### src/logic/dfd_pkg.sv
// constants, register map and carrier types of the digital input function dispatch
package dfd_pkg;
    localparam int NUM_DI = 6;
    localparam int SIXTH_DI = 5;
    localparam int FC_W = 6;
    localparam int CNT_W = 16;
    localparam int FILT_W = 10;
    // timing
    localparam int CLK_PERIOD_NS = 20;
    localparam int FILT_TICK_NS = 1000000;
    localparam int FILT_TICK_CYC = FILT_TICK_NS / CLK_PERIOD_NS;
    localparam logic [FILT_W-1:0] FILT_DEFAULT_MS = 10'h00a;
    localparam logic [FILT_W-1:0] FILT_MAX_MS = 10'h3e8;
    // function codes
    localparam logic [FC_W-1:0] FC_SWING_PAUSE = 6'h18;
    localparam logic [FC_W-1:0] FC_CNT_IN = 6'h19;
    localparam logic [FC_W-1:0] FC_CNT_CLR = 6'h1a;
    localparam logic [FC_W-1:0] FC_LEN_IN = 6'h1b;
    localparam logic [FC_W-1:0] FC_LEN_CLR = 6'h1c;
    localparam logic [FC_W-1:0] FC_TQ_BLOCK = 6'h1d;
    localparam logic [FC_W-1:0] FC_PULSE_IN = 6'h1e;
    localparam logic [FC_W-1:0] FC_DC_NOW = 6'h20;
    localparam logic [FC_W-1:0] FC_EXT_FAULT_NC = 6'h21;
    localparam logic [FC_W-1:0] FC_FREQ_APPLY = 6'h22;
    localparam logic [FC_W-1:0] FC_PID_REV = 6'h23;
    localparam logic [FC_W-1:0] FC_KEY_STOP = 6'h24;
    localparam logic [FC_W-1:0] FC_SRC_SWAP = 6'h25;
    localparam logic [FC_W-1:0] FC_PID_INT_HOLD = 6'h26;
    localparam logic [FC_W-1:0] FC_MAIN_PRESET = 6'h27;
    localparam logic [FC_W-1:0] FC_AUX_PRESET = 6'h28;
    localparam logic [FC_W-1:0] FC_PID_GAIN2 = 6'h2b;
    localparam logic [FC_W-1:0] FC_USER_FAULT1 = 6'h2c;
    localparam logic [FC_W-1:0] FC_USER_FAULT2 = 6'h2d;
    localparam logic [FC_W-1:0] FC_MODE_SWAP = 6'h2e;
    localparam logic [FC_W-1:0] FC_ESTOP = 6'h2f;
    localparam logic [FC_W-1:0] FC_STOP_DEC4 = 6'h30;
    localparam logic [FC_W-1:0] FC_DEC_DC = 6'h31;
    localparam logic [FC_W-1:0] FC_RUNTIME_CLR = 6'h32;
    // register map, byte addresses
    localparam int ADDR_W = 6;
    localparam logic [ADDR_W-1:0] REG_FUNC_SEL0 = 6'h00;
    localparam logic [ADDR_W-1:0] REG_FILTER = 6'h18;
    localparam logic [ADDR_W-1:0] REG_CONFIG = 6'h1c;
    localparam logic [ADDR_W-1:0] REG_FREQ_PEND = 6'h20;
    localparam logic [ADDR_W-1:0] REG_FREQ_EFF = 6'h24;
    localparam logic [ADDR_W-1:0] REG_EVT_COUNT = 6'h28;
    localparam logic [ADDR_W-1:0] REG_LEN_COUNT = 6'h2c;
    localparam logic [ADDR_W-1:0] REG_STATUS = 6'h30;
    localparam int REG_FUNC_LAST_IDX = 5;
    // config fields
    localparam int CFG_PID_DIR = 0;
    localparam int CFG_SRC_LO = 1;
    localparam int CFG_GAIN_BY_DI = 3;
    localparam int CFG_TQ_MODE = 4;
    localparam int CFG_ACT_LO = 5;
    localparam int CFG_W = 7;
    localparam logic [CFG_W-1:0] CFG_RESET = 7'h00;
    // status fields
    localparam int ST_EXT_FAULT = 8;
    localparam int ST_UFAULT1 = 9;
    localparam int ST_UFAULT2 = 10;
    // command sources
    localparam logic [1:0] SRC_KEYPAD = 2'h0;
    localparam logic [1:0] SRC_TERMINAL = 2'h1;
    localparam logic [1:0] SRC_COMM = 2'h2;

    typedef struct packed {
        logic swing_pause;
        logic torque_block;
        logic dc_brake_now;
        logic ext_fault;
        logic pid_reverse;
        logic keypad_stop;
        logic [1:0] cmd_source;
        logic pid_int_freeze;
        logic main_preset;
        logic aux_preset;
        logic pid_gain2;
        logic user_fault1;
        logic user_fault2;
        logic [1:0] fault_action;
        logic torque_mode;
        logic estop;
        logic stop_decel4;
        logic decel_dc_brake;
        logic run_time_clear;
    } dfd_ctrl_type;
endpackage

### src/logic/dfd_dispatch.sv
// digital input filter, function dispatch and register slave
`timescale 1ns/100ps
// Operation
// - swing-pause terminal holds centre, halts swing
// - code 25 pulses advance event counter
// - code 26 clears event counter
// - code 27 counts length, 28 clears it
// - code 29 blocks torque control mode
// - pulse input only sixth; reserved codes inert
// - code 32 enters DC braking immediately
// - normally-closed code 33 opens: fault, stop
// - code 34 gates when new setpoint applies
// - code 35 inverts configured PID direction
// - code 36 stops like keypad key, only with keypad command source
// - code 37 swaps terminal and communication source
// - code 38 freezes PID integral only
// - codes 39/40 force preset frequency sources
// - code 43 selects second PID gains
// - codes 44/45 raise user faults
// - code 46 swaps speed and torque mode
// - code 47 triggers fastest emergency stop
// - code 48 stops anywhere using decel four
// - code 49 decelerates then DC brakes
// - code 50 clears running time accumulator
// - each input debounced by configurable filter

module dfd_input_filter
    import dfd_pkg::*;
(
    // clock and reset
    input wire logic clk_sys_i,
    input wire logic arst_n_i,
    // raw pin and timing
    input wire logic pin_i,
    input wire logic tick_i,
    input wire logic [FILT_W-1:0] filt_ms_i,
    // debounced level
    output logic level_o
);
    logic sync1_q;
    logic sync2_q;
    logic [FILT_W-1:0] ms_q;

    always_ff @(posedge clk_sys_i or negedge arst_n_i) begin
        if (!arst_n_i) begin
            sync1_q <= 1'b0;
            sync2_q <= 1'b0;
        end else begin
            sync1_q <= pin_i;
            sync2_q <= sync1_q;
        end
    end

    // a level must stand unchanged for the whole filter time before it is taken
    always_ff @(posedge clk_sys_i or negedge arst_n_i) begin
        if (!arst_n_i) begin
            ms_q <= '0;
            level_o <= 1'b0;
        end else if (sync2_q == level_o) begin
            ms_q <= '0;
        end else if (ms_q >= filt_ms_i) begin
            level_o <= sync2_q;
            ms_q <= '0;
        end else if (tick_i) begin
            ms_q <= ms_q + 1'b1;
        end
    end
endmodule

module dfd_dispatch
    import dfd_pkg::*;
#(
    parameter int TICK_CYC = FILT_TICK_CYC
)(
    // clock and reset
    input wire logic clk_sys_i,
    input wire logic arst_n_i,
    // terminals
    input wire logic [NUM_DI-1:0] di_pin_i,
    // avalon-mm slave
    input wire logic [ADDR_W-1:0] avs_address_i,
    input wire logic avs_read_i,
    input wire logic avs_write_i,
    input wire logic [31:0] avs_writedata_i,
    output logic [31:0] avs_readdata_o,
    output logic avs_waitrequest_o,
    // control core
    output dfd_ctrl_type ctrl_o,
    output logic [CNT_W-1:0] freq_setpoint_o
);
    logic [15:0] tick_cnt_q;
    logic tick_q;
    logic [NUM_DI-1:0] filt;
    logic [FC_W-1:0] func_sel_q [NUM_DI];
    logic [FILT_W-1:0] filt_ms_q;
    logic [CFG_W-1:0] cfg_q;
    logic [CNT_W-1:0] freq_pend_q;
    logic [CNT_W-1:0] evt_cnt_q;
    logic [CNT_W-1:0] len_cnt_q;
    logic evt_in_q;
    logic len_in_q;
    logic apply_in_q;
    logic ext_fault_q;
    logic ufault1_q;
    logic ufault2_q;
    logic [63:0] act;
    logic nc_open;
    logic apply_used;
    logic req;
    logic wr_ok;
    logic [31:0] rd_d;
    dfd_ctrl_type ctrl_d;

    // shared millisecond tick for all filters
    always_ff @(posedge clk_sys_i or negedge arst_n_i) begin
        if (!arst_n_i) begin
            tick_cnt_q <= '0;
            tick_q <= 1'b0;
        end else if (tick_cnt_q == 16'(TICK_CYC - 1)) begin
            tick_cnt_q <= '0;
            tick_q <= 1'b1;
        end else begin
            tick_cnt_q <= tick_cnt_q + 16'h0001;
            tick_q <= 1'b0;
        end
    end

    generate
        for (genvar gi = 0; gi < NUM_DI; gi++) begin : g_filt
            dfd_input_filter u_filt (
                .clk_sys_i(clk_sys_i),
                .arst_n_i(arst_n_i),
                .pin_i(di_pin_i[gi]),
                .tick_i(tick_q),
                .filt_ms_i(filt_ms_q),
                .level_o(filt[gi])
            );
        end
    endgenerate

    // per-code OR of filtered terminals
    always_comb begin
        act = '0;
        nc_open = 1'b0;
        apply_used = 1'b0;
        for (int i = 0; i < NUM_DI; i++) begin
            if (func_sel_q[i] == FC_EXT_FAULT_NC) begin
                nc_open = nc_open | ~filt[i];
            end else if (func_sel_q[i] != FC_PULSE_IN || i == SIXTH_DI) begin
                act[func_sel_q[i]] = act[func_sel_q[i]] | filt[i];
            end
            if (func_sel_q[i] == FC_FREQ_APPLY) begin
                apply_used = 1'b1;
            end
        end
    end

    always_comb begin
        ctrl_d = '0;
        ctrl_d.swing_pause = act[FC_SWING_PAUSE];
        ctrl_d.torque_block = act[FC_TQ_BLOCK];
        ctrl_d.dc_brake_now = act[FC_DC_NOW];
        ctrl_d.ext_fault = ext_fault_q;
        ctrl_d.pid_reverse = cfg_q[CFG_PID_DIR] ^ act[FC_PID_REV];
        ctrl_d.keypad_stop = act[FC_KEY_STOP]
                             && cfg_q[CFG_SRC_LO +: 2] == SRC_KEYPAD;
        ctrl_d.cmd_source = cfg_q[CFG_SRC_LO +: 2];
        if (act[FC_SRC_SWAP]) begin
            if (cfg_q[CFG_SRC_LO +: 2] == SRC_TERMINAL) begin
                ctrl_d.cmd_source = SRC_COMM;
            end else if (cfg_q[CFG_SRC_LO +: 2] == SRC_COMM) begin
                ctrl_d.cmd_source = SRC_TERMINAL;
            end
        end
        ctrl_d.pid_int_freeze = act[FC_PID_INT_HOLD];
        ctrl_d.main_preset = act[FC_MAIN_PRESET];
        ctrl_d.aux_preset = act[FC_AUX_PRESET];
        ctrl_d.pid_gain2 = cfg_q[CFG_GAIN_BY_DI] & act[FC_PID_GAIN2];
        ctrl_d.user_fault1 = ufault1_q;
        ctrl_d.user_fault2 = ufault2_q;
        ctrl_d.fault_action = cfg_q[CFG_ACT_LO +: 2];
        ctrl_d.torque_mode = cfg_q[CFG_TQ_MODE] ^ act[FC_MODE_SWAP];
        ctrl_d.estop = act[FC_ESTOP] | ext_fault_q;
        ctrl_d.stop_decel4 = act[FC_STOP_DEC4];
        ctrl_d.decel_dc_brake = act[FC_DEC_DC];
        ctrl_d.run_time_clear = act[FC_RUNTIME_CLR];
    end

    always_ff @(posedge clk_sys_i or negedge arst_n_i) begin
        if (!arst_n_i) begin
            ctrl_o <= '0;
        end else begin
            ctrl_o <= ctrl_d;
        end
    end

    // edge detectors on filtered function levels
    always_ff @(posedge clk_sys_i or negedge arst_n_i) begin
        if (!arst_n_i) begin
            evt_in_q <= 1'b0;
            len_in_q <= 1'b0;
            apply_in_q <= 1'b0;
        end else begin
            evt_in_q <= act[FC_CNT_IN];
            len_in_q <= act[FC_LEN_IN];
            apply_in_q <= act[FC_FREQ_APPLY];
        end
    end

    always_ff @(posedge clk_sys_i or negedge arst_n_i) begin
        if (!arst_n_i) begin
            evt_cnt_q <= '0;
        end else if (act[FC_CNT_CLR]) begin
            evt_cnt_q <= '0;
        end else if (act[FC_CNT_IN] && !evt_in_q) begin
            evt_cnt_q <= evt_cnt_q + 1'b1;
        end
    end

    always_ff @(posedge clk_sys_i or negedge arst_n_i) begin
        if (!arst_n_i) begin
            len_cnt_q <= '0;
        end else if (act[FC_LEN_CLR]) begin
            len_cnt_q <= '0;
        end else if (act[FC_LEN_IN] && !len_in_q) begin
            len_cnt_q <= len_cnt_q + 1'b1;
        end
    end

    // without an apply terminal the setpoint follows at once
    always_ff @(posedge clk_sys_i or negedge arst_n_i) begin
        if (!arst_n_i) begin
            freq_setpoint_o <= '0;
        end else if (!apply_used || (act[FC_FREQ_APPLY] && !apply_in_q)) begin
            freq_setpoint_o <= freq_pend_q;
        end
    end

    // bus: one wait cycle, then a single-cycle answer
    assign req = avs_read_i | avs_write_i;
    assign wr_ok = avs_write_i & ~avs_waitrequest_o;

    always_ff @(posedge clk_sys_i or negedge arst_n_i) begin
        if (!arst_n_i) begin
            avs_waitrequest_o <= 1'b1;
        end else begin
            avs_waitrequest_o <= ~(req & avs_waitrequest_o);
        end
    end

    // faults stay latched until written one to clear; a new fault wins
    always_ff @(posedge clk_sys_i or negedge arst_n_i) begin
        if (!arst_n_i) begin
            ext_fault_q <= 1'b0;
            ufault1_q <= 1'b0;
            ufault2_q <= 1'b0;
        end else begin
            ext_fault_q <= nc_open | (ext_fault_q & ~(wr_ok && avs_address_i == REG_STATUS
                           && avs_writedata_i[ST_EXT_FAULT]));
            ufault1_q <= act[FC_USER_FAULT1] | (ufault1_q & ~(wr_ok
                         && avs_address_i == REG_STATUS && avs_writedata_i[ST_UFAULT1]));
            ufault2_q <= act[FC_USER_FAULT2] | (ufault2_q & ~(wr_ok
                         && avs_address_i == REG_STATUS && avs_writedata_i[ST_UFAULT2]));
        end
    end

    always_ff @(posedge clk_sys_i or negedge arst_n_i) begin
        if (!arst_n_i) begin
            for (int i = 0; i < NUM_DI; i++) begin
                func_sel_q[i] <= '0;
            end
            filt_ms_q <= FILT_DEFAULT_MS;
            cfg_q <= CFG_RESET;
            freq_pend_q <= '0;
        end else if (wr_ok) begin
            if (avs_address_i[ADDR_W-1:2] <= 4'(REG_FUNC_LAST_IDX)) begin
                func_sel_q[avs_address_i[4:2]] <= avs_writedata_i[FC_W-1:0];
            end
            if (avs_address_i == REG_FILTER) begin
                // whole word compared, so large values clamp instead of wrapping
                filt_ms_q <= (avs_writedata_i > 32'(FILT_MAX_MS)) ? FILT_MAX_MS
                             : avs_writedata_i[FILT_W-1:0];
            end
            if (avs_address_i == REG_CONFIG) begin
                cfg_q <= avs_writedata_i[CFG_W-1:0];
            end
            if (avs_address_i == REG_FREQ_PEND) begin
                freq_pend_q <= avs_writedata_i[CNT_W-1:0];
            end
        end
    end

    always_comb begin
        rd_d = '0;
        if (avs_address_i[ADDR_W-1:2] <= 4'(REG_FUNC_LAST_IDX)) begin
            rd_d[FC_W-1:0] = func_sel_q[avs_address_i[4:2]];
        end else begin
            unique case (avs_address_i)
                REG_FILTER: rd_d[FILT_W-1:0] = filt_ms_q;
                REG_CONFIG: rd_d[CFG_W-1:0] = cfg_q;
                REG_FREQ_PEND: rd_d[CNT_W-1:0] = freq_pend_q;
                REG_FREQ_EFF: rd_d[CNT_W-1:0] = freq_setpoint_o;
                REG_EVT_COUNT: rd_d[CNT_W-1:0] = evt_cnt_q;
                REG_LEN_COUNT: rd_d[CNT_W-1:0] = len_cnt_q;
                REG_STATUS: begin
                    rd_d[NUM_DI-1:0] = filt;
                    rd_d[ST_EXT_FAULT] = ext_fault_q;
                    rd_d[ST_UFAULT1] = ufault1_q;
                    rd_d[ST_UFAULT2] = ufault2_q;
                end
                default: rd_d = '0;
            endcase
        end
    end

    always_ff @(posedge clk_sys_i or negedge arst_n_i) begin
        if (!arst_n_i) begin
            avs_readdata_o <= '0;
        end else if (avs_read_i && avs_waitrequest_o) begin
            avs_readdata_o <= rd_d;
        end
    end
endmodule

### config.mk
export PLATFORM = sky130hd
export DESIGN_NAME = dfd_dispatch
export DESIGN_NICKNAME = d
export VERILOG_FILES = /design/src/logic/dfd_pkg.sv /design/src/logic/dfd_dispatch.sv
export SDC_FILE = /design/constraint.sdc
export NUM_CORES = 1
export LEC_CHECK = 0
export BUFFER_PORTS_ARGS = -buffer_cell sky130_fd_sc_hd__buf_4
export CORE_ASPECT_RATIO = 1.1
export CORE_MARGIN = 1.5
export CORE_UTILIZATION = 25
export CTS_CLUSTER_SIZE = 25
export DETAILED_ROUTE_END_ITERATION = 6
export PLACE_DENSITY_LB_ADDON = 0.08
export SYNTH_ARGS = -nofsm -noshare
export SYNTH_HDL_FRONTEND = slang
export SYNTH_SLANG_ARGS = --single-unit
### constraint.sdc
create_clock -name clk_sys_i -period 13.6 [get_ports clk_sys_i]
set_input_delay 1.36 -clock clk_sys_i [delete_from_list [all_inputs] [get_ports clk_sys_i]]
set_output_delay 1.36 -clock clk_sys_i [all_outputs]
set_load 0.05 [all_outputs]
=== Word-level counts from Yosys, hierarchy flattened ===
Memory sizes are Yosys's and may differ from the RTL's.
Cells that the tools add are included.
W data, S select, Z words.

* Add/subtract/negate cells: 9
* Multipliers: 0
* Div/mod/pow operators: 0
* Order comparisons: 22
* Equal/unequal tests: 33
* Shift operators: 0
* Muxes and demuxes: 93
* Bitwise operators: 43
* Reduce and logical (&&, ||, !) cells: 40

{| class="wikitable"
|+ Operator list
! operator !! count
|-
| $mux W64 || 10
|-
| $bwmux W64 || 5
|-
| $mux W10 || 20
|-
| $eq A6 B6 Y1 const B || 17
|-
| $mux W16 || 5
|-
| $and A64 B64 Y64 || 1
|-
| $add A10 B1 Y10 const B || 6
|-
| $ge A10 B10 Y1 || 6
|-
| $mux W51 || 1
|-
| $add A16 B1 Y16 const B || 3
|-
| $lt A6 B7 Y1 const B || 6
|-
| $pmux W6 S7 || 1
|-
| $bwmux W36 || 1
|-
| $demux W1 S6 || 6
|-
| $ge A6 B1 Y1 const B || 6
|-
| $gt A32 B10 Y1 const B || 1
|-
| $bmux W1 S6 || 5
|-
| $ne A6 B5 Y1 const B || 5
|-
| $mux W1 || 25
|-
| $mux W6 || 4
|-
| $pmux W5 S4 || 1
|-
| $reduce_and A2 Y1 || 10
|-
| $bmux W6 S3 || 1
|-
| $demux W6 S3 || 1
|-
| other kinds (23) || 93
|}

* Register bits after elaboration: 272
* Latch bits: 0
* RAM bits: 0
* Memory bits (read-only): 64
* Input port bits: 48
* Output and inout port bits: 70
* Logic and storage cells: 306
* Memories kept: 1

{| class="wikitable"
|+ Memories
! memory !! depth !! width !! rd ports !! clocked after Yosys merged registers in !! wr ports !! RTL line !! text
|-
| (no name shown) || 64 || 1 || 1 || 0 || 0 || dfd_dispatch.sv:150 || <nowiki>act[func_sel_q[i]] = act[func_sel_q[i]] | filt[i];</nowiki>
|}

=== Longest topological paths before layout ===
Gate-level depths: netlist of run 1.

* Depth after elaboration: 39
* Depth in mapped cells: 32
* Mapped depth without buffers: 21

=== Modules after synthesis ===
Synthesis of run 1 repeated with hierarchy kept, for this count alone.

* Cells, all modules: 2961
* Area total of the unflattened synthesis: 23478.8 sq um

{| class="wikitable"
|+ By module, submodules not included
! module !! instances !! cells each !! area an instance (sq um)
|-
| dfd_dispatch || 1 || 2457 || 18554.0
|-
| dfd_input_filter || 6 || 84 || 820.8
|}

=== Worst setup path before layout of run 1 ===
No wires, ideal clock.

* Kind: reg-to-reg
* From: reg func_sel_q[26] in the netlist's numbering
* To: reg freq_setpoint_o[0]
* Setup time: 0.128 ns
* Arrival time: 6.624 ns
* Required time: 13.472 ns
* Setup slack: 6.848 ns
* Cell stages (with the launch flop): 24
* Path buffers: 3
* Clock period less this slack: 6.752 ns
* Cell sequence: dfrtp_1 > buf_2 > or4b_1 > nor2_2 > o22ai_1 > o41ai_4 > o211ai_1 > or2_1 > buf_2 > or4_4 > a221o_1 > o31ai_2 > o311ai_2 > nor4b_2 > o221ai_2 > a2111oi_4 > nand3_1 > o21a_1 > a22o_1 > a2111oi_2 > a41oi_2 > a22oi_4 > buf_6 > mux2_1

* Cells in the longest elaborated chain, start to end: 32
* Elaborated cells on any way between the ends: 45

{| class="wikitable"
|+ Ends and longest elaborated chain
! item !! RTL line !! text
|-
| from (decl) || dfd_dispatch.sv:94 || <nowiki>logic [FC_W-1:0] func_sel_q [NUM_DI];</nowiki>
|-
| from (signal, indexed assignment) || dfd_dispatch.sv:277 || <nowiki>func_sel_q[avs_address_i[4:2]] <= avs_writedata_i[FC_W-1:0];</nowiki>
|-
| $lt A6 B7 Y1 (implied by the code) / $ge A6 B1 Y1 (equally long branches) || dfd_dispatch.sv:150 ||
|-
| $logic_and A1 B1 Y1 (implied by the code) || dfd_dispatch.sv:150 ||
|-
| $mux W1 (implied by the code) || dfd_dispatch.sv:150 ||
|-
| $demux W1 S6 || dfd_dispatch.sv:150 ||
|-
| $bwmux W64 || dfd_dispatch.sv:150 ||
|-
| $mux W64 || dfd_dispatch.sv:149 || <nowiki>end else if (func_sel_q[i] != FC_PULSE_IN || i == SIXTH_DI) begin</nowiki>
|-
| $mux W64 * || dfd_dispatch.sv:147 || <nowiki>if (func_sel_q[i] == FC_EXT_FAULT_NC) begin</nowiki>
|-
| $bmux W1 S6 || dfd_dispatch.sv:150 ||
|-
| [17 not listed] || n/a ||
|-
| $bmux W1 S6 || dfd_dispatch.sv:150 ||
|-
| $mux W1 (implied by the code) || dfd_dispatch.sv:150 ||
|-
| $or A1 B1 Y1 || dfd_dispatch.sv:150 ||
|-
| $bwmux W64 || dfd_dispatch.sv:150 ||
|-
| $mux W51 * || dfd_dispatch.sv:147 ||
|-
| via act[34] || dfd_dispatch.sv:106 || <nowiki>logic [63:0] act;</nowiki>
|-
| $logic_and A1 B1 Y1 * || dfd_dispatch.sv:234 || <nowiki>end else if (!apply_used || (act[FC_FREQ_APPLY] && !apply_in_q)) begin</nowiki>
|-
| $logic_or A1 B1 Y1 * || dfd_dispatch.sv:234 ||
|-
| to (signal assigned) || dfd_dispatch.sv:235 || <nowiki>freq_setpoint_o <= freq_pend_q;</nowiki>
|-
| to (decl) || dfd_dispatch.sv:89 || <nowiki>output logic [CNT_W-1:0] freq_setpoint_o</nowiki>
|}

Mark *: on every way through the listed nets, which the timed path passes. The rest lies on a longest branch. The select of a mux whose other input is x is not followed.
A chain may end at the register's enable or synchronous reset.

=== Final worst setup path of run 1 ===
* From: reg g_filt[0].u_filt.level_o
* To: reg len_cnt_q[7]

* Cells in the longest elaborated chain, start to end: 35
* Elaborated cells on any way between the ends: 36

{| class="wikitable"
|+ Ends and longest elaborated chain
! item !! RTL line !! text
|-
| from (decl) || dfd_dispatch.sv:38 || <nowiki>output logic level_o</nowiki>
|-
| from (signal assigned) || dfd_dispatch.sv:62 || <nowiki>level_o <= sync2_q;</nowiki>
|-
| $or A1 B1 Y1 * || dfd_dispatch.sv:150 ||
|-
| $and A64 B64 Y64 (no line) * || n/a ||
|-
| $mux W64 * || dfd_dispatch.sv:149 ||
|-
| $mux W64 * || dfd_dispatch.sv:147 ||
|-
| $bmux W1 S6 || dfd_dispatch.sv:150 ||
|-
| $mux W1 (implied by the code) || dfd_dispatch.sv:150 ||
|-
| $or A1 B1 Y1 || dfd_dispatch.sv:150 ||
|-
| $bwmux W64 || dfd_dispatch.sv:150 ||
|-
| [19 not listed] || n/a ||
|-
| $mux W64 * || dfd_dispatch.sv:147 ||
|-
| $bmux W1 S6 || dfd_dispatch.sv:150 ||
|-
| $mux W1 (implied by the code) || dfd_dispatch.sv:150 ||
|-
| $or A1 B1 Y1 || dfd_dispatch.sv:150 ||
|-
| $bwmux W64 || dfd_dispatch.sv:150 ||
|-
| $mux W51 * || dfd_dispatch.sv:147 ||
|-
| $logic_and A1 B1 Y1 || dfd_dispatch.sv:225 || <nowiki>end else if (act[FC_LEN_IN] && !len_in_q) begin</nowiki>
|-
| $reduce_bool A2 Y1 (no line) || n/a ||
|-
| to (signal assigned) || dfd_dispatch.sv:226 || <nowiki>len_cnt_q <= len_cnt_q + 1'b1;</nowiki>
|-
| to (decl) || dfd_dispatch.sv:99 || <nowiki>logic [CNT_W-1:0] len_cnt_q;</nowiki>
|}

Every way passes the cells marked *; elsewhere a longest branch is shown, timed or not. The select of a mux whose other input is x is not followed.

==> impl_metrics.csv, run 1 <==
group,metric,value,unit
logic_synthesis,synth-edff-count,0,
sta,rsz0062_at_grt,"false",
min_path,min-delay-start,"g_filt[1].u_filt.sync1_q",
cells_and_area,final_util,0.285,
pwr,leakage_power,9.80,nW
cells_and_area,final-instance-count-excl-fill,4030,
min_path,hp-class,"reg -> reg",
detailed_routing,dr.pass1.iters,5,
pwr,power_report.internal_total,1.56,mW
grt,grt_overflow,0,
worst_setup_path,reg2reg_setup_slack,2520,ps
clock_network,ctsHoldBuffers,0,
worst_setup_path,r2r_start,"g_filt[0].u_filt.level_o",
sta,finalCritPeriodShare,0.814,
die,die_h,319,µm
clock_network,tritoncts_clock_tree,"done",
placement,detailedPlacementHpwl,93200,µm
clock_network,worst_skew_pair.late_latency,560,ps
placement,placed_cells_incl_taps,3979,
pwr,powerDensity,113,nW/µm²
pwr,sw_power,1.32,mW
logic_synthesis,yosysWarningCount,0,
die,floorplan.initialDensity,0.253,
grt,via_count_of_the_first_global_routing_pass,24500,
detailed_routing,detail_route.vias_per_cell,6.13,
worst_setup_path,setup.worst_path.end_class,"register",
sta,post_route_setup_tns,0,ps
detailed_routing,post-route-drc-count,0,
logic_synthesis,post_synthesis_cell_area,22700,µm²
pwr,power.clock.fraction,0.270,
logic_synthesis,synth_sequential_area_ratio,0.282,
cells_and_area,nets,2956,
clock_network,ctsHtreeMaxLevel,1,
clock_network,clock_tree.buffer_depth,3,
sta,slew_headroom,0.104,
logic_synthesis,dominantRegCellSynth,"sky130_fd_sc_hd__dfrtp_1",
worst_setup_path,number_of_buffers_and_inverters_on_the_critical_path,4,
die,floorplan.rows,115,
clock_network,post_cts.resized_instances,0,
cells_and_area,n_fill_cell,9799,
pwr,vdd_drop_max,83.9,µV
min_path,min_delay_worst_endpoint,"g_filt[1].u_filt.sync2_q",
cells_and_area,final-seq-area,6410,µm²
detailed_routing,dr_total_vias,24700,
cells_and_area,drive_above_1_share,0.135,
sta,min_period,11080,ps
clock_network,worst_setup_hold_path_clk_slew,70,ps
logic_synthesis,yosysUniqueCellTypes,110,
clock_network,ctsRootBufferMaster,"sky130_fd_sc_hd__clkbuf_16",
worst_setup_path,r2r-end,"len_cnt_q[7]",
grt,grt_max_degree,126,
placement,placement.io_buffers,101,
outcome,outcome,"finished, final reports clean",
worst_setup_path,timing.critical_path.slowest_cell_delay,990,ps
die,chipWidth,291,µm
sta,hold_slack_final,359,ps
sta,final-hold-violation-count,0,
sta,tightestPinTransition,1340,ps
cells_and_area,area_delta_synth_final,12.4,%
clock_network,tritoncts.num_buffers,28,
detailed_routing,routed_wl,126000,µm
sta,fin_worst_skew,19.4,ps
grt,first_pass_grt_wire_length,181000,µm
worst_setup_path,rr_worst_depth,25,
grt,grt_antenna_before_repair,1,
grt,track_usage,0.263,
sta,fmax,0.0903,GHz
logic_synthesis,postSynthCellCount,2862,
pwr,part_of_the_total_power_dissipated_in_combinational_logic,0.399,
min_path,hold_depth,0,
worst_setup_path,criticalPathCategory,"reg -> reg",
worst_setup_path,crit_path_depth,25,
detailed_routing,drt-wirelength-per-cell,31.3,µm
detailed_routing,initialDrtViolationCount,2750,
worst_setup_path,required,14070,ps
sta,finalSetupViolCount,0,
logic_synthesis,yosys_register_bits,256,
clock_network,clock-sinks,256,
pwr,share_seq_of_total_power,0.331,
logic_synthesis,asyncSetResetFlopFracSynth,1.00,
worst_setup_path,cpLargestDelayFamily,"compound AO/OA/AOI/OAI gates",
flow_run,maxCapViolations,0,
worst_setup_path,setup.worst_path.start_class,"register",
die,floorplan.die_area,92700,µm²
die,core_region_area,89800,µm²
worst_setup_path,worst_path_most_repeated_cell,"sky130_fd_sc_hd__buf_4",
cells_and_area,footprint_of_the_multi_input_gates,15200,µm²
worst_setup_path,cp.arrival,11550,ps
pwr,netSwitchingFraction,0.459,
worst_setup_path,timing.critical_path.fanout_max,40,
clock_network,post_cts.repair.setup_buffers,0,
placement,gp_routability_congestion,0.977,
sta,final_max_slew_viols,0,
worst_setup_path,worst_path_max_delay_cell,"sky130_fd_sc_hd__nand4b_1",
die,design.portCount,118,
detailed_routing,drt.antenna.violating_nets,0,
logic_synthesis,avgSynthCellArea,7.94,µm²
[stage by stage]
step	setup slack [ps]	instance area [µm²]	total power [mW]
finish	2520	25600	2.88
global route	2210	25600	2.98
CTS	2690	25600	2.88
global placement	2820	24600	2.09
floorplan	6850	22800	1.57
detailed placement	2790	24600	2.08
[cells by family (layout without fill, tap and decap cells)]
family,Yosys count,in the layout,share of synthesized area
DFF,256,256,0.282
other,1,17,0.000165
adders and majority gates,69,69,0.0380
xor gates and xnor gates,88,88,0.0339
AOI/OAI and AO/OA,919,919,0.280
and+or+nand+nor,1121,1121,0.251
buffers and inverters,287,269,0.0533
muxes,121,121,0.0614
[cell usage after synthesis (12+ instances only)]
cell	count	area share
sky130_fd_sc_hd__nor2_1	334	0.055
sky130_fd_sc_hd__dfrtp_1	253	0.28
sky130_fd_sc_hd__nand2_1	246	0.041
sky130_fd_sc_hd__a21oi_1	189	0.042
sky130_fd_sc_hd__clkbuf_1	187	0.031
sky130_fd_sc_hd__o21ai_0	158	0.035
sky130_fd_sc_hd__nor3_1	81	0.018
sky130_fd_sc_hd__nand3_1	74	0.016
sky130_fd_sc_hd__mux2_2	70	0.035
sky130_fd_sc_hd__ha_1	69	0.038
sky130_fd_sc_hd__xor2_1	62	0.024
sky130_fd_sc_hd__a22oi_1	56	0.018
sky130_fd_sc_hd__nand4_1	56	0.015
sky130_fd_sc_hd__o22ai_1	54	0.015
sky130_fd_sc_hd__a211oi_1	49	0.016
sky130_fd_sc_hd__a31oi_1	49	0.013
sky130_fd_sc_hd__nand2b_1	41	0.011
sky130_fd_sc_hd__inv_1	35	0.0058
sky130_fd_sc_hd__nor4_1	35	0.0096
sky130_fd_sc_hd__o211ai_1	35	0.012
sky130_fd_sc_hd__or3_1	31	0.0085
sky130_fd_sc_hd__a21o_1	30	0.0099
sky130_fd_sc_hd__nor2b_1	29	0.0080
sky130_fd_sc_hd__and3_1	28	0.0077
sky130_fd_sc_hd__mux2i_1	27	0.012
sky130_fd_sc_hd__o31ai_1	26	0.0086
sky130_fd_sc_hd__xnor2_1	26	0.010
sky130_fd_sc_hd__and2_1	25	0.0069
sky130_fd_sc_hd__buf_2	25	0.0055
sky130_fd_sc_hd__a221oi_1	23	0.0089
sky130_fd_sc_hd__a22o_1	23	0.0089
sky130_fd_sc_hd__buf_4	23	0.0076
sky130_fd_sc_hd__a311oi_1	21	0.0081
sky130_fd_sc_hd__nor3b_1	20	0.0066
sky130_fd_sc_hd__mux2_1	18	0.0089
sky130_fd_sc_hd__nand3b_1	18	0.0059
sky130_fd_sc_hd__or4_1	18	0.0059
sky130_fd_sc_hd__a2111oi_0	16	0.0062
sky130_fd_sc_hd__o32ai_1	13	0.0050
sky130_fd_sc_hd__buf_1	12	0.0020
sky130_fd_sc_hd__o21a_1	12	0.0040
[power groups by stage]
stage	Combinational, mW	Sequential (mW)	Clock [mW]
final	1.15	0.953	0.776
after global routing	1.19	0.960	0.834
after CTS	1.12	0.950	0.809
after detailed placement	1.11	0.964	0
after global placement	1.13	0.963	0
after floorplan	0.657	0.916	0
[sequential cells by signal (all words and copies together), names as in the netlist, 6 cells and up]
signal,flops
g_filt.u_filt.level_o,6
evt_cnt_q,16
ctrl_o,21
avs_readdata_o,16
cfg_q,7
freq_pend_q,16
func_sel_q,36
freq_setpoint_o,16
tick_cnt_q,16
g_filt.u_filt.sync2_q,6
g_filt.u_filt.ms_q,60
g_filt.u_filt.sync1_q,6
filt_ms_q,10
len_cnt_q,16
[per-layer routing]
layer  global-route usage  up-vias  share of wire  wire [µm]
li1                     -    10800              -          -
met1                0.324    12400           0.40      50100
met2                0.462     1216           0.49      61700
met3               0.0323      273          0.068       8540
met4                0.110        0          0.045       5730
met5                    0        -              0          0
[placed cells by master, fill, tap and decap left out, drive strengths merged, types with 29 or more instances in the layout]
master and n:
nor2 335, dfrtp 253, nand2 247, a21oi 189, buf 182, o21ai 165, mux2 88, nor3 82
nand3 74, ha 69, xor2 62, nand4 57, a22oi 57, o22ai 54, a211oi 49, a31oi 49
clkbuf 42, nand2b 41, nor4 38, inv 36, o211ai 35, or3 31, a21o 30, nor2b 29
[how the worst max path moves through the flow]
stage | from | end | slack, ps
floorplan | func_sel_q[26] | freq_setpoint_o[0] | 6850
global placement | g_filt[0].u_filt.level_o | len_cnt_q[8] | 2820
detailed placement | g_filt[0].u_filt.level_o | len_cnt_q[7] | 2790
CTS | g_filt[0].u_filt.level_o | len_cnt_q[7] | 2690
global route | g_filt[0].u_filt.level_o | evt_cnt_q[15] | 2210
finish | g_filt[0].u_filt.level_o | len_cnt_q[7] | 2520
[cell type report]
type | instances | area share
Multi-Input combinational cell | 2334 | 0.596
Sequential cell | 256 | 0.251
Tap cell | 1170 | 0.0573
Timing Repair Buffer | 182 | 0.0538
Clock buffer | 42 | 0.0346
Inverter | 37 | 0.00543
Clock inverter | 8 | 0.00186
Antenna cell | 1 | 0.0000979
No activity file was read; power rests on OpenSTA's default activity.
==> run 2, diff against run 1 <==
--- a/config.mk
+++ b/config.mk
@@ -5,6 +5,7 @@
 export SDC_FILE = /design/constraint.sdc
 export NUM_CORES = 1
 export LEC_CHECK = 0
+export ABC_AREA = 1
 export BUFFER_PORTS_ARGS = -buffer_cell sky130_fd_sc_hd__buf_4
 export CORE_ASPECT_RATIO = 1.1
 export CORE_MARGIN = 1.5
==> constraint.sdc (replaced) <==
create_clock -name clk_sys_i -period 9 [get_ports clk_sys_i]
set_input_delay 0.9 -clock clk_sys_i [delete_from_list [all_inputs] [get_ports clk_sys_i]]
set_output_delay 0.9 -clock clk_sys_i [all_outputs]
set_load 0.05 [all_outputs]
==> run 2 against run 1 <==
Global-route usage is 5.4 points lower. Clock skew rose by 8.5 ps. Area after synthesis is 0.74% higher. First-iteration DRC count fell by 27%. Maximum frequency rose by 42%. Clock power rose by 59%. Sequential power is 42% higher. Critical endpoint is now freq_setpoint_o[6]. Cell count rose by 19%. Worst hold slack worse by 13 ps. Routed wire length fell by 20%. Synthesized cell count rose by 24%. Sequential share of layout area hardly changed.
==> impl_metrics.csv, run 2 <==
group,metric,value,unit
clock_network,worst_setup_hold_path_clk_slew,70,ps
placement,gp_routability_congestion,0.896,
cells_and_area,final-instance-count-excl-fill,4794,
worst_setup_path,r2r_start,"g_filt[0].u_filt.level_o",
clock_network,tritoncts_clock_tree,"done",
cells_and_area,postLayoutCellArea,25600,µm²
cells_and_area,antenna_cells,0,
logic_synthesis,synthDominantAreaCellType,"sky130_fd_sc_hd__dfrtp_1",
sta,hold_slack_final,346,ps
pwr,vdd_drop_max,146,µV
cells_and_area,largest_register_ffs,60,
detailed_routing,initialDrtViolationCount,2004,
cells_and_area,n_fill_cell,10300,
sta,final_max_slew_viols,0,
worst_setup_path,required,9510,ps
grt,grt_max_degree,93,
clock_network,tritoncts.num_buffers,30,
cells_and_area,footprint_of_the_multi_input_gates,14100,µm²
flow_run,maxCapViolations,0,
cells_and_area,drive_above_1_share,0.108,
grt,first_pass_grt_wire_length,150000,µm
cells_and_area,nets,3709,
worst_setup_path,rr_worst_depth,54,
clock_network,post_cts.repair.setup_buffers,0,
placement,placement.io_buffers,101,
placement,detailedPlacementHpwl,76300,µm
logic_synthesis,netlist_top_cells_count,"953 x sky130_fd_sc_hd__nand2_1, 516 x sky130_fd_sc_hd__nor2_1, 283 x sky130_fd_sc_hd__inv_1",
min_path,hp-class,"in -> async",
logic_synthesis,synth_top_cell_area_share,0.276,
worst_setup_path,setup.worst_path.start_class,"register",
sta,min_period,7810,ps
logic_synthesis,yosys_register_bits,256,
die,core_region_area,90900,µm²
worst_setup_path,timing.critical_path.fanout_max,62,
grt,grt_util_met2,0.330,
detailed_routing,dr_total_vias,23800,
grt,gr-usage-met3,0.0262,
logic_synthesis,post_synthesis_cell_area,22900,µm²
worst_setup_path,reg2reg_setup_slack,1190,ps
detailed_routing,drt-wirelength-per-cell,20.9,µm
cells_and_area,layout.cells.most_common_list,"953 x sky130_fd_sc_hd__nand2_1, 516 x sky130_fd_sc_hd__nor2_1, 283 x sky130_fd_sc_hd__inv_1",
grt,track_usage,0.209,
die,floorplan.rows,116,
pwr,powerDensity,154,nW/µm²
die,chipWidth,292,µm
sta,post_route_setup_tns,0,ps
clock_network,worst_skew_pair.late_latency,590,ps
sta,slew_headroom,0.249,
worst_setup_path,setup.worst_path.end_class,"register",
logic_synthesis,asyncSetResetFlopFracSynth,1.00,
placement,placed_cells_incl_taps,4740,
sta,finalSetupViolCount,0,
worst_setup_path,criticalPathCategory,"reg -> reg",
sta,finalCritPeriodShare,0.868,
worst_setup_path,timing.critical_path.slowest_cell_delay,500,ps
sta,rsz0062_at_grt,"false",
cells_and_area,final_util,0.282,
sta,fmax,0.128,GHz
worst_setup_path,worst_path_max_delay_cell,"sky130_fd_sc_hd__dfrtp_1",
cells_and_area,area_delta_synth_final,11.7,%
detailed_routing,dr.pass1.iters,5,
die,die_h,320,µm
logic_synthesis,yosysUniqueCellTypes,60,
logic_synthesis,synthTopCellsByArea,"sky130_fd_sc_hd__dfrtp_1 28%, sky130_fd_sc_hd__nand2_1 16%, sky130_fd_sc_hd__nor2_1 8.5%",
worst_setup_path,setup.worst_path.start,"g_filt[0].u_filt.level_o",
pwr,leakage_power,11.8,nW
worst_setup_path,cp.arrival,8320,ps
clock_network,ctsRootBufferMaster,"sky130_fd_sc_hd__clkbuf_16",
logic_synthesis,avgSynthCellArea,6.47,µm²
logic_synthesis,dominantRegCellSynth,"sky130_fd_sc_hd__dfrtp_1",
sta,final-hold-violation-count,0,
detailed_routing,detail_route.vias_per_cell,4.97,
die,design.portCount,118,
grt,grt_util_met1,0.296,
die,floorplan.initialDensity,0.252,
clock_network,ctsHoldBuffers,0,
placement,placed_cell_area,24600,µm²
worst_setup_path,r2r-end,"freq_setpoint_o[6]",
cells_and_area,reg_top3,"g_filt.u_filt.ms_q (60), func_sel_q (36), ctrl_o (21)",
cells_and_area,final-seq-area,6410,µm²
sta,tightestPinTransition,1120,ps
grt,grt_most_used_layer,"met2",
sta,finalWorstSetupSlack,1190,ps
sta,fin_worst_skew,27.8,ps
clock_network,post_cts.resized_instances,0,
grt,grt_antenna_before_repair,6,
detailed_routing,post-route-drc-count,0,
pwr,total_power,3.94,mW
logic_synthesis,yosysWarningCount,0,
grt,grt_overflow,0,
logic_synthesis,synth_sequential_area_ratio,0.280,
logic_synthesis,postSynthCellCount,3538,
logic_synthesis,synth_most_common_cell,"sky130_fd_sc_hd__nand2_1",
logic_synthesis,synth-edff-count,0,
detailed_routing,routed_wl,100000,µm
clock_network,clock-sinks,256,
cells_and_area,layout.cells.most_common,"sky130_fd_sc_hd__nand2_1",
outcome,outcome,"finished, final reports clean",
clock_network,ctsHtreeMaxLevel,1,
placement,pre_cts_slack,1370,ps
cells_and_area,regMostFlops,"g_filt.u_filt.ms_q",
die,floorplan.die_area,93400,µm²
clock_network,clock_tree.buffer_depth,3,
grt,via_count_of_the_first_global_routing_pass,22500,
detailed_routing,drt.antenna.violating_nets,0,
worst_setup_path,worst_path_most_repeated_cell,"sky130_fd_sc_hd__nand2_1",
-- run 2: cell count changes in the layout (fill, tap and decap cells not counted), sizes merged, moves of 31 or more --
cell	delta
a21oi	-91
nand2	+727
nor2	+189
a31oi	-33
nand2b	-41
nand3	+225
a211oi	-49
o211ai	+34
mux2	-88
or3	-31
inv	+276
or2	+70
a22oi	-52
nand4	+94
-- run 2: worst max-delay path by stage --
stage	endpoint	slack (ps)	cells after the start
5_1_grt	freq_setpoint_o[12]	500	54
3_5_place_dp	evt_cnt_q[11]	1370	50
6_report	freq_setpoint_o[6]	1190	54
3_3_place_gp	evt_cnt_q[12]	1220	50
2_1_floorplan	freq_setpoint_o[6]	3290	55
4_1_cts	freq_setpoint_o[6]	1320	51
-- run 2: worst max-delay path: cells and delay by family (launching register included) --
family | cells | cell delay [ps]
DFF | 1 | 500
and+or+nand+nor | 42 | 4460
AOI/OAI and AO/OA | 3 | 510
buffers and inverters | 9 | 2220
-- run 2: final cells by class --
class                      instances  area share
clock buffer                      44      0.0345
clock inverter                    10     0.00362
inverter                         325      0.0478
multi-input combinational       2804       0.552
sequential                       256       0.250
tap                             1180      0.0577
timing repair buffer             175      0.0536
-- run 2: per-layer routing --
| layer | vias up | share of wire |
|---|---|---|
| met5 | - | 0.00072 |
| met4 | 12 | 0.031 |
| met3 | 149 | 0.048 |
| met2 | 688 | 0.44 |
| met1 | 11200 | 0.48 |
| li1 | 11800 | - |
-- run 2: where the power goes --
| group | internal [mW] | total, mW | switching [mW] |
|---|---|---|---|
| registers | 1.23 | 1.35 | 0.122 |
| logic | 0.328 | 1.36 | 1.03 |
| clock network | 0.706 | 1.23 | 0.525 |
-- run 2: cells by family after synthesis --
kind of cell,Yosys count,synth area share
other,1,0.000164
adder cells (fa/ha/maj),69,0.0377
flip-flops,256,0.280
XOR/XNOR,72,0.0275
AND/OR/NAND/NOR,2145,0.416
buffers and inverters,493,0.106
AO/OA/AOI/OAI,502,0.132
